<file path="src/hw/rstopt_pkg.sv">
// Package of constants for the reset and option controller
package rstopt_pkg;
	localparam logic [7:0] PSF_ADDR = 8'h86;
	localparam logic [7:0] INT_STATUS_ADDR = 8'h90;
	localparam logic [7:0] INT_MASK_ADDR = 8'h91;
	localparam logic [7:0] OPTION_ADDR = 8'h92;
	localparam logic [7:0] STATE_ADDR = 8'h93;
	localparam int CAUSE_HI_BIT = 7;
	localparam int CAUSE_LO_BIT = 6;
	localparam int CARRY_BIT = 2;
	localparam int DEC_CARRY_BIT = 1;
	localparam int ZERO_BIT = 0;
	localparam logic [1:0] CAUSE_WDT = 2'h0;
	localparam logic [1:0] CAUSE_POR = 2'h2;
	localparam logic [1:0] CAUSE_EXT = 2'h3;
	localparam logic [7:0] PSF_RESET = 8'h00;
	localparam logic [7:0] OPTION_RESET = 8'h10;
	localparam logic [1:0] FCPU_DIV4 = 2'h0;
	localparam logic [1:0] FCPU_DIV8 = 2'h1;
	localparam logic [1:0] FCPU_DIV16 = 2'h2;
	localparam logic [1:0] WDT_ALWAYS = 2'h0;
	localparam logic [1:0] WDT_ENABLE = 2'h1;
	localparam logic [1:0] WDT_DISABLE = 2'h2;
	localparam logic [11:0] PC_RESET = 12'h000;
	localparam int WARMUP_NS = 1000;
	localparam int CLK_PERIOD_NS = 5;
	localparam int WARMUP_CYCLES = (WARMUP_NS + CLK_PERIOD_NS - 1) / CLK_PERIOD_NS;
	localparam int INIT_CYCLES = 4;
	localparam int EVT_PWR = 0;
	localparam int EVT_WDT = 1;
	localparam int EVT_EXT = 2;
	localparam int EVT_RUN = 3;
	typedef enum logic [2:0]
	{
		ST_POWER = 3'b000,
		ST_PIN = 3'b001,
		ST_INIT = 3'b010,
		ST_WARM = 3'b011,
		ST_RUN = 3'b100
	} rstopt_state_t;
endpackage : rstopt_pkg

</file>
<file path="src/hw/rstopt_ctrl.sv">
// Reset sequencer with cause flags, code options and register port
// Functional notes
// - Reset from power, watchdog, brown-out, optional pin
// - Any reset clears arithmetic flags, halts, clears PC
// - After release execution starts at address zero
// - Cause flags at bits seven and six
// - Status register at 086H, arithmetic flags clear
// - Power-up: stable supply, pin, init, warm-up
// - Enabled pin must be high to leave reset
// - Watchdog overflow resets, then init and warm-up
// - Always-on runs in sleep; disable turns off
// - Plain enable stops watchdog in low-power modes
// - Pin falling edge or low resets, external cause unless last cause was power-on
// - General I/O option disables pin reset
// - Normal mode cycle is 4, 8 or 16 clocks
// - Slow mode rate fixed at low clock/4
// - Security option blocks ROM readout
// - Supply below detector level holds reset
// - Detector trigger forces full system reset
`timescale 1ns/1ps
module rstopt_ctrl #(
	parameter int WARMUP = rstopt_pkg::WARMUP_CYCLES
)
(
	input wire logic clk,
	input wire logic rst_n,
	input wire logic supply_ok,
	input wire logic reset_pin_in,
	input wire logic wdt_overflow,
	input wire logic slow_mode,
	input wire logic low_power_mode,
	input wire logic lfclk_tick,
	input wire logic rom_dump_req,
	input wire logic [7:0] addr,
	input wire logic [7:0] wdata,
	input wire logic wr,
	input wire logic rd,
	output logic [7:0] rdata,
	output logic sys_reset,
	output logic [11:0] pc_start,
	output logic cpu_cycle,
	output logic wdt_run,
	output logic rom_dump_ok,
	output logic shared_io_select,
	output logic irq
);
	// Two-stage synchronisers for asynchronous inputs
	logic [1:0] sup_s_q;
	logic [1:0] pin_s_q;
	logic pin_prev_q;
	rstopt_pkg::rstopt_state_t st_q, st_d;
	logic [15:0] cnt_q, cnt_d;
	logic [1:0] pend_q, pend_d;
	logic [7:0] psf_q, psf_d;
	logic [3:0] ists_q, ists_d;
	logic [3:0] imask_q, imask_d;
	logic [7:0] opt_q, opt_d;
	logic [7:0] rdata_d;
	logic [3:0] div_q, div_d;
	logic cyc_d;
	logic sys_reset_d;
	logic wdt_run_d;
	logic dump_d;
	logic irq_d;
	logic [3:0] ev;
	logic sup;
	logic pin;
	logic pin_en;
	logic pin_fall;
	logic [1:0] fcpu_sel;
	logic [1:0] wdt_sel;
	logic secure;
	logic [3:0] div_lim;

	assign sup = sup_s_q[1];
	assign pin = pin_s_q[1];
	assign fcpu_sel = opt_q[1:0];
	assign wdt_sel = opt_q[3:2];
	assign pin_en = opt_q[4];
	assign secure = opt_q[5];
	assign pin_fall = pin_en && pin_prev_q && !pin;

	always_ff @(posedge clk or negedge rst_n)
	begin
		if (!rst_n)
		begin
			sup_s_q <= 2'h0;
			pin_s_q <= 2'h0;
			pin_prev_q <= 1'b0;
		end
		else
		begin
			sup_s_q <= {sup_s_q[0], supply_ok};
			pin_s_q <= {pin_s_q[0], reset_pin_in};
			pin_prev_q <= pin_s_q[1];
		end
	end

	// Reset sequencer
	always_comb
	begin
		st_d = st_q;
		cnt_d = cnt_q;
		pend_d = pend_q;
		ev = 4'h0;
		if (!sup)
		begin
			st_d = rstopt_pkg::ST_POWER;
			pend_d = rstopt_pkg::CAUSE_POR;
			if (st_q == rstopt_pkg::ST_RUN)
				ev[rstopt_pkg::EVT_PWR] = 1'b1;
		end
		else if (pin_en && (!pin || pin_fall) && st_q != rstopt_pkg::ST_POWER)
		begin
			st_d = rstopt_pkg::ST_PIN;
			if (pend_q != rstopt_pkg::CAUSE_POR)
				pend_d = rstopt_pkg::CAUSE_EXT;
			if (st_q == rstopt_pkg::ST_RUN)
				ev[rstopt_pkg::EVT_EXT] = 1'b1;
		end
		else if (wdt_overflow && wdt_sel != rstopt_pkg::WDT_DISABLE
			&& st_q == rstopt_pkg::ST_RUN)
		begin
			st_d = rstopt_pkg::ST_INIT;
			cnt_d = 16'h0000;
			pend_d = rstopt_pkg::CAUSE_WDT;
			ev[rstopt_pkg::EVT_WDT] = 1'b1;
		end
		else
		begin
			case (st_q)
				rstopt_pkg::ST_POWER:
				begin
					st_d = rstopt_pkg::ST_PIN;
				end
				rstopt_pkg::ST_PIN:
				begin
					if (!pin_en || pin)
					begin
						st_d = rstopt_pkg::ST_INIT;
						cnt_d = 16'h0000;
					end
				end
				rstopt_pkg::ST_INIT:
				begin
					cnt_d = cnt_q + 16'h0001;
					if (cnt_q == 16'(rstopt_pkg::INIT_CYCLES - 1))
					begin
						st_d = rstopt_pkg::ST_WARM;
						cnt_d = 16'h0000;
					end
				end
				rstopt_pkg::ST_WARM:
				begin
					cnt_d = cnt_q + 16'h0001;
					if (cnt_q == 16'(WARMUP - 1))
					begin
						st_d = rstopt_pkg::ST_RUN;
						ev[rstopt_pkg::EVT_RUN] = 1'b1;
					end
				end
				rstopt_pkg::ST_RUN:
				begin
					st_d = rstopt_pkg::ST_RUN;
				end
				default:
				begin
					st_d = rstopt_pkg::ST_POWER;
				end
			endcase
		end
	end

	always_ff @(posedge clk or negedge rst_n)
	begin
		if (!rst_n)
		begin
			st_q <= rstopt_pkg::ST_POWER;
			cnt_q <= 16'h0000;
			pend_q <= rstopt_pkg::CAUSE_POR;
		end
		else
		begin
			st_q <= st_d;
			cnt_q <= cnt_d;
			pend_q <= pend_d;
		end
	end

	// Registers, flags and outputs
	always_comb
	begin
		psf_d = psf_q;
		ists_d = ists_q;
		imask_d = imask_q;
		opt_d = opt_q;
		rdata_d = 8'h00;
		if (st_d != rstopt_pkg::ST_RUN)
		begin
			psf_d[rstopt_pkg::CARRY_BIT] = 1'b0;
			psf_d[rstopt_pkg::DEC_CARRY_BIT] = 1'b0;
			psf_d[rstopt_pkg::ZERO_BIT] = 1'b0;
		end
		if (ev[rstopt_pkg::EVT_RUN])
			psf_d[rstopt_pkg::CAUSE_HI_BIT:rstopt_pkg::CAUSE_LO_BIT] = pend_q;
		if (wr && st_q == rstopt_pkg::ST_RUN && addr == rstopt_pkg::PSF_ADDR)
		begin
			psf_d[7:6] = wdata[7:6];
			psf_d[2:0] = wdata[2:0];
		end
		if (wr && addr == rstopt_pkg::INT_MASK_ADDR)
			imask_d = wdata[3:0];
		if (wr && addr == rstopt_pkg::OPTION_ADDR)
			opt_d = {2'h0, wdata[5:0]};
		if (wr && addr == rstopt_pkg::INT_STATUS_ADDR)
			ists_d = ists_q & ~wdata[3:0];
		ists_d = ists_d | ev;
		if (rd)
		begin
			case (addr)
				rstopt_pkg::PSF_ADDR: rdata_d = {psf_q[7:6], 3'h0, psf_q[2:0]};
				rstopt_pkg::INT_STATUS_ADDR: rdata_d = {4'h0, ists_q};
				rstopt_pkg::INT_MASK_ADDR: rdata_d = {4'h0, imask_q};
				rstopt_pkg::OPTION_ADDR: rdata_d = opt_q;
				rstopt_pkg::STATE_ADDR: rdata_d = {5'h00, st_q};
				default: rdata_d = 8'h00;
			endcase
		end
		sys_reset_d = st_d != rstopt_pkg::ST_RUN;
		irq_d = |(ists_d & imask_d);
		dump_d = rom_dump_req && !secure;
		// Watchdog run qualification
		case (wdt_sel)
			rstopt_pkg::WDT_ALWAYS: wdt_run_d = 1'b1;
			rstopt_pkg::WDT_ENABLE: wdt_run_d = !low_power_mode;
			default: wdt_run_d = 1'b0;
		endcase
		// Instruction cycle divider
		case (fcpu_sel)
			rstopt_pkg::FCPU_DIV4: div_lim = 4'h3;
			rstopt_pkg::FCPU_DIV8: div_lim = 4'h7;
			default: div_lim = 4'hf;
		endcase
		div_d = div_q;
		cyc_d = 1'b0;
		if (sys_reset_d)
			div_d = 4'h0;
		else if (slow_mode)
		begin
			if (lfclk_tick)
			begin
				div_d = (div_q >= 4'h3) ? 4'h0 : div_q + 4'h1;
				cyc_d = div_q >= 4'h3;
			end
		end
		else
		begin
			div_d = (div_q >= div_lim) ? 4'h0 : div_q + 4'h1;
			cyc_d = div_q >= div_lim;
		end
	end

	always_ff @(posedge clk or negedge rst_n)
	begin
		if (!rst_n)
		begin
			psf_q <= rstopt_pkg::PSF_RESET;
			ists_q <= 4'h0;
			imask_q <= 4'h0;
			opt_q <= rstopt_pkg::OPTION_RESET;
			rdata <= 8'h00;
			div_q <= 4'h0;
			cpu_cycle <= 1'b0;
			sys_reset <= 1'b1;
			wdt_run <= 1'b0;
			rom_dump_ok <= 1'b0;
			shared_io_select <= 1'b0;
			irq <= 1'b0;
			pc_start <= rstopt_pkg::PC_RESET;
		end
		else
		begin
			psf_q <= psf_d;
			ists_q <= ists_d;
			imask_q <= imask_d;
			opt_q <= opt_d;
			rdata <= rdata_d;
			div_q <= div_d;
			cpu_cycle <= cyc_d;
			sys_reset <= sys_reset_d;
			wdt_run <= wdt_run_d;
			rom_dump_ok <= dump_d;
			shared_io_select <= !opt_d[4];
			irq <= irq_d;
			pc_start <= rstopt_pkg::PC_RESET;
		end
	end
endmodule : rstopt_ctrl

</file>
<file path="config.mk">
export PLATFORM = sky130hd
export DESIGN_NAME = rstopt_ctrl
export DESIGN_NICKNAME = d
export VERILOG_FILES = /design/src/hw/rstopt_pkg.sv /design/src/hw/rstopt_ctrl.sv
export SDC_FILE = /design/constraint.sdc
export NUM_CORES = 1
export LEC_CHECK = 0
export BUFFER_PORTS_ARGS = -buffer_cell sky130_fd_sc_hd__buf_2
export CORE_AREA = 2 2 63 94
export CTS_BUF_LIST = sky130_fd_sc_hd__clkbuf_16
export DETAILED_ROUTE_END_ITERATION = 6
export DIE_AREA = 0 0 65 96
export GPL_TIMING_DRIVEN = 0
export PLACE_DENSITY_LB_ADDON = 0.2
export SLEW_MARGIN = 15
export SYNTH_ARGS = -nofsm -noshare
export SYNTH_HDL_FRONTEND = slang
export SYNTH_SLANG_ARGS = --single-unit
</file>
<file path="constraint.sdc">
create_clock -name clk -period 3.2 [get_ports clk]
set_clock_uncertainty 0.15 [all_clocks]
set_input_delay 0.32 -clock clk [delete_from_list [all_inputs] [get_ports clk]]
set_output_delay 0.32 -clock clk [all_outputs]
set_load 0.01 [all_outputs]
</file>
# Word level (Yosys, flattened, before mapping)
# Index checks and enable logic that the tools add are counted.
[totals]
regBits = 63
elab_cells = 122
inputBits = 27
out_inout_bits = 26
[classes]
order_cmp = 2
add_sub_neg = 2
n_eq_ne = 20
bitwise_logic = 5
n_mux = 44
reduce_logical = 29
[op_table]
columns = ["operator", "n"]
rows = [
  ["$mux W16", 3],
  ["$pmux W16 S3", 1],
  ["$eq A8 B8 Y1 const B", 5],
  ["$pmux W8 S5", 1],
  ["$mux W4", 7],
  ["$mux W3", 9],
  ["$add A16 B1 Y16 const B", 1],
  ["$eq A16 B2 Y1 const B", 1],
  ["$eq A16 B8 Y1 const B", 1],
  ["$pmux W3 S5", 1],
  ["$logic_and A1 B1 Y1", 12],
  ["$mux W1", 12],
  ["$mux W2", 6],
  ["$and A4 B4 Y4", 2],
  ["$mux W8", 1],
  ["$pmux W4 S2", 1],
  ["$eq A3 B2 Y1 const B", 2],
  ["$ne A3 B1 Y1 const B", 2],
  ["$ne A3 B3 Y1 const B", 2],
  ["$logic_not A1 Y1", 5],
  ["$mux W5", 1],
  ["$add A4 B1 Y4 const B", 1],
  ["$eq A2 B1 Y1 const B", 2],
  ["$ge A4 B2 Y1 const B", 1],
  ["other kinds (18)", 22],
]

# Logic depth before layout (Yosys ltp)
[depth]
depth_word = 10
mapped_depth = 7
depth_no_buf = 7

# Worst setup path after synthesis
# No wires, ideal clock.
[synth_path]
path_type = "register -> register"
from = "register st_q[0]"
to = "register cnt_q[5]"
setup_ps = 121
arrival_ps = 1670
period_less_slack_ps = 1941
stages_incl_launch_ff = 8
required_ps = 2929
path_buffers = 2
setup_slack_ps = 1259
cell_sequence = "dfrtp_1 > buf_6 > nor3b_4 > a31oi_4 > or2_1 > buf_6 > a21o_1 > a22o_1"
[synth_via]
elab_chain_len = 4
word_cells_on_any_way = 13
cone_classes = "eq/ne (5); mux (2); bitwise (1); reduce/logical (5)"
[synth_lines]
columns = ["element", "line_no", "source"]
rows = [
  ["from (decl)", "rstopt_ctrl.sv:51", "rstopt_pkg::rstopt_state_t st_q, st_d;"],
  ["from (signal assigned)", "rstopt_ctrl.sv:178", "st_q <= rstopt_pkg::ST_POWER;"],
  ["from (signal assigned)", "rstopt_ctrl.sv:184", "st_q <= st_d;"],
  ["$eq A3 B3 Y1 or $reduce_bool A3 Y1 (tied branches)", "rstopt_ctrl.sv:122, rstopt_ctrl.sv:113", ""],
  ["$logic_and A1 B1 Y1, on equally long branches", "rstopt_ctrl.sv:122, rstopt_ctrl.sv:113", ""],
  ["$ne A3 B3 Y1 (no line) (tied with other cells)", "-", ""],
  ["$reduce_and A4 Y1 (no line)", "-", ""],
  ["to (signal assigned)", "rstopt_ctrl.sv:185", "cnt_q <= cnt_d;"],
  ["to (decl)", "rstopt_ctrl.sv:52", "logic [15:0] cnt_q, cnt_d;"],
]
# Several ways; a longest one is shown, not always the timed one.
# A chain may end at the register's enable or synchronous reset.

# Worst setup path in the final report
[layout_path]
from = "register cnt_q[0]"
to = "register psf_q[7]"
[layout_via]
elab_chain_len = 7
[layout_lines]
columns = ["element", "line_no", "source"]
rows = [
  ["$eq A16 B8 Y1", "rstopt_ctrl.sv:156", "if (cnt_q == 16'(WARMUP - 1))"],
  ["$mux W1", "rstopt_ctrl.sv:156", ""],
  ["$mux W1", "rstopt_ctrl.sv:131", "case (st_q)"],
  ["$mux W1", "rstopt_ctrl.sv:121", "else if (wdt_overflow && wdt_sel != rstopt_pkg::WDT_DISABLE"],
  ["$mux W1", "rstopt_ctrl.sv:113", "else if (pin_en && (!pin || pin_fall) && st_q != rstopt_pkg::ST_POWER)"],
  ["$mux W3", "rstopt_ctrl.sv:106", "if (!sup)"],
  ["$reduce_bool A2 Y1 (no line)", "-", ""],
  ["to (signal assigned)", "rstopt_ctrl.sv:267", "psf_q <= rstopt_pkg::PSF_RESET;"],
  ["to (signal assigned)", "rstopt_ctrl.sv:283", "psf_q <= psf_d;"],
  ["to (decl)", "rstopt_ctrl.sv:54", "logic [7:0] psf_q, psf_d;"],
]
# Every way passes these cells.

==> impl_metrics.py <==
metrics = {
    "status": {
        "outcome": "finished, final reports clean",
    },
    "place": {
        "hpwl_mm": 4.818,
        "gp_congestion": 0.8132,
        "placed_cells": 429,
        "io_buffers": 40,
    },
    "die": {
        "core_area_sq_um": 5409,
        "io_pins": 53,
        "start_util_pct": 59.52,
        "die_w_microns": 65,
        "row_count": 33,
        "chipHeight_microns": 96,
        "die_area_sq_um": 6240,
    },
    "worst_setup_path": {
        "rr_worst_depth": 6,
        "r2r_start": "cnt_q[0]$_DFFE_PN0P_",
        "path_delay_family": "simple AND/OR/NAND/NOR gates",
        "worst-path-buf-inv": 0,
        "required_ns": 3.26,
        "slowest_delay_ns": 0.58,
        "startpoint_type": "flop",
        "cp_slowest_cell": "or4_4",
        "cp_cell_sequence": "ha_1 -> nor4b_2 -> nand4_1 -> or4_4 -> mux2i_1 -> a21oi_1",
        "reg2reg_slack_ns": 0.96,
        "worst_setup_path_end_kind": "flop",
        "r2r-end": "psf_q[7]$_DFFE_PN0P_",
        "crit_fanout": 4,
        "crit_arrival_ns": 2.30,
        "worstSetupPathType": "reg -> reg",
    },
    "cts": {
        "clkSinkCount": 62,
        "clockBufferDepth": 2,
        "clkLatencyLatePin_ns": 0.33,
        "cts_tree": "done",
        "cts_buffers": 9,
        "post_cts_buffers": 0,
        "h-tree-depth": 3,
        "clock-root-buffer": "clkbuf_16",
        "path_clk_slew_ns": 0.05,
    },
    "yosys": {
        "synth_edf_count": 0,
        "ys_seq_area_share_pct": 48.31,
        "synth-async-reset-ratio_pct": 100.0,
        "synth-seq-cells": 62,
        "synthFlopType": "dfrtp_1",
        "netlist_area_sq_um": 3219,
        "synth-warning-count": 0,
        "avgSynthCellArea_sq_um": 10.45,
        "ys_types": 60,
        "syn_inst": 308,
    },
    "timing": {
        "drv_slew": 0,
        "slew_headroom_pct": 39.56,
        "finalCritPeriodShare_pct": 70.07,
        "finalHoldViolations": 0,
        "period_needed_ns": 2.242,
        "setup_tns_ns": 0,
        "fmax_mhz": 446.0,
        "worstMarginPinSlew_ns": 0.8948,
        "grt_setup_unrepaired": "false",
        "finalSetupViolations": 0,
    },
    "cells_and_area": {
        "nets": 404,
        "area_growth_pct": 20.75,
        "layout.cells.non_filler": 448,
        "fillerInstances": 393,
        "utilization_pct": 71.87,
        "drive_gt1_share_pct": 26.72,
        "num_antenna_cells": 0,
    },
    "grt": {
        "gr-total-overflow": 0,
        "track_usage_pct": 24.48,
        "grt_start_max_net_pins": 63,
        "grt_pass1_vias": 2430,
        "grt_pass1_wl_mm": 11.38,
        "antenna_found_initial": 0,
    },
    "routing": {
        "wl_per_cell_microns": 15.51,
        "dr.pass1.iters": 4,
        "first_iter_violations": 166,
        "via_count": 2505,
        "antenna_left": 0,
        "vias_per_cell": 5.592,
        "drt-total-wl_mm": 6.949,
        "drcViolationCount": 0,
    },
    "min_path": {
        "hold_depth": 2,
        "min_path_type": "in -> reg",
        "holdPathEnd": "wdt_run$_DFF_PN0_",
        "hp-start": "low_power_mode",
    },
    "job": {
        "cap_violations": 0,
    },
    "power": {
        "power.density_nw_per_um2": 522.5,
        "cellLeakagePower_nw": 1.835,
        "vdd_drop_max_v": 0.0004692,
    },
}
-- repair_timing --
item,4_1_cts,5_1_grt
endpoints found under the hold margin,61,0
hold buffers,3,0
gates resized for setup,0,0
-- power breakdown --
part	switching, mW	internal, mW
clock network	0.330	0.669
registers	0.0209	0.811
logic	0.115	0.0856
-- Yosys cell counts (4+ instances only) --
| master | n | share of area, % |
|---|---|---|
| nand2_1 | 31 | 3.6 |
| nand2b_1 | 6 | 1.2 |
| nor2b_1 | 7 | 1.4 |
| and4_1 | 4 | 1.1 |
| xnor2_1 | 9 | 2.4 |
| o22ai_1 | 5 | 0.97 |
| ha_1 | 4 | 1.6 |
| buf_2 | 4 | 0.62 |
| nor2_1 | 24 | 2.8 |
| buf_4 | 12 | 2.8 |
| a21o_1 | 7 | 1.6 |
| inv_1 | 9 | 1.0 |
| a21oi_1 | 12 | 1.9 |
| dfrtp_1 | 59 | 46 |
| nand3_1 | 9 | 1.4 |
| mux2_2 | 4 | 1.4 |
| nand4_1 | 4 | 0.78 |
| nor4_1 | 9 | 1.7 |
| and3_1 | 6 | 1.2 |
| o21ai_0 | 13 | 2.0 |
| mux2i_1 | 5 | 1.6 |
-- worst max path at each step --
stage | start | to | cells past startpoint | slack, ns
2_1_floorplan | st_q[0]$_DFF_PN0_ | cnt_q[5]$_DFFE_PN0P_ | 7 | 1.26
3_3_place_gp | st_q[0]$_DFF_PN0_ | cnt_q[15]$_DFFE_PN0P_ | 7 | 1.04
3_5_place_dp | cnt_q[0]$_DFFE_PN0P_ | psf_q[7]$_DFFE_PN0P_ | 6 | 0.99
4_1_cts | cnt_q[0]$_DFFE_PN0P_ | psf_q[7]$_DFFE_PN0P_ | 6 | 0.96
5_1_grt | cnt_q[0]$_DFFE_PN0P_ | psf_q[7]$_DFFE_PN0P_ | 6 | 0.76
6_report | cnt_q[0]$_DFFE_PN0P_ | psf_q[7]$_DFFE_PN0P_ | 6 | 0.96
-- metal layers --
| metal | global-route usage [%] | vias up | routed length (microns) |
|---|---|---|---|
| met5 | 0 | - | 0 |
| met4 | 10.99 | 0 | 164 |
| met3 | 5.848 | 14 | 247 |
| met2 | 44.67 | 53 | 3834 |
| met1 | 26.63 | 1219 | 2703 |
| li1 | - | 1219 | - |
-- placed cells by master, fill, tap and decap left out, types with 7 or more instances in the layout --
| cell type | count |
|---|---|
| nor2_1 | 24 |
| nor4_1 | 9 |
| nand3_1 | 9 |
| a21oi_1 | 12 |
| buf_4 | 13 |
| nand2_1 | 31 |
| dfrtp_1 | 59 |
| buf_2 | 43 |
| xnor2_1 | 9 |
| a21o_1 | 7 |
| inv_1 | 11 |
| conb_1 | 12 |
| o21ai_0 | 13 |
| nor2b_1 | 7 |
| clkbuf_16 | 9 |
-- sequential cells by signal, indices dropped and copies added, names as in the netlist, 2 cells and up --
signal,count
cnt_q,16
div_q,4
imask_q,4
ists_q,4
opt_q,6
pend_q,2
pin_s_q,2
psf_q,5
rdata,8
st_q,3
sup_s_q,2
-- cells by family (layout without fill, tap and decap cells) --
group / after synthesis / count (layout) / share of synthesized area (%)
AO/OA/AOI/OAI: 57 / 57 / 11.78
XOR/XNOR: 9 / 9 / 2.449
adder cells (fa/ha/maj): 4 / 4 / 1.555
buffers and inverters: 32 / 91 / 5.985
flip-flops: 62 / 62 / 48.31
multiplexers: 12 / 12 / 5.052
other: 1 / 12 / 0.1165
AND/OR/NAND/NOR: 131 / 131 / 24.76
-- per-stage QoR --
stage	hold WS (ns)	setup WS, ns	cell area (sq um)	power, mW
final	0.01010	0.9577	3887	2.031
after global routing	0.01589	0.7591	3887	2.106
after CTS	0.003547	0.9564	3887	2.049
after detailed placement	0.1863	0.9911	3551	1.040
after global placement	0.1857	1.044	3548	1.034
after floorplan	-0.1256	1.259	3261	0.9695
-- final cells by class --
class                   instances  area, sq um  area share (%)
well taps                      70        87.58           2.253
clock buffers                   9        225.2           5.793
multi-input cells             225         1513           38.91
plain buffers                  23        158.9           4.088
repair buffers                 43        232.7           5.986
inverters                       9        33.78          0.8690
clock inverters                 7        81.33           2.092
flip-flops and latches         62         1555           40.01
-- worst reg2reg max path: cells and delay by family, from the launching register on --
family                   cells  cell delay, ns
AO/OA/AOI/OAI                1            0.09
adder cells (fa/ha/maj)      1            0.24
flip-flops                   1            0.38
multiplexers                 1            0.18
AND/OR/NAND/NOR              3            1.08
(Power assumes the default switching activity.)
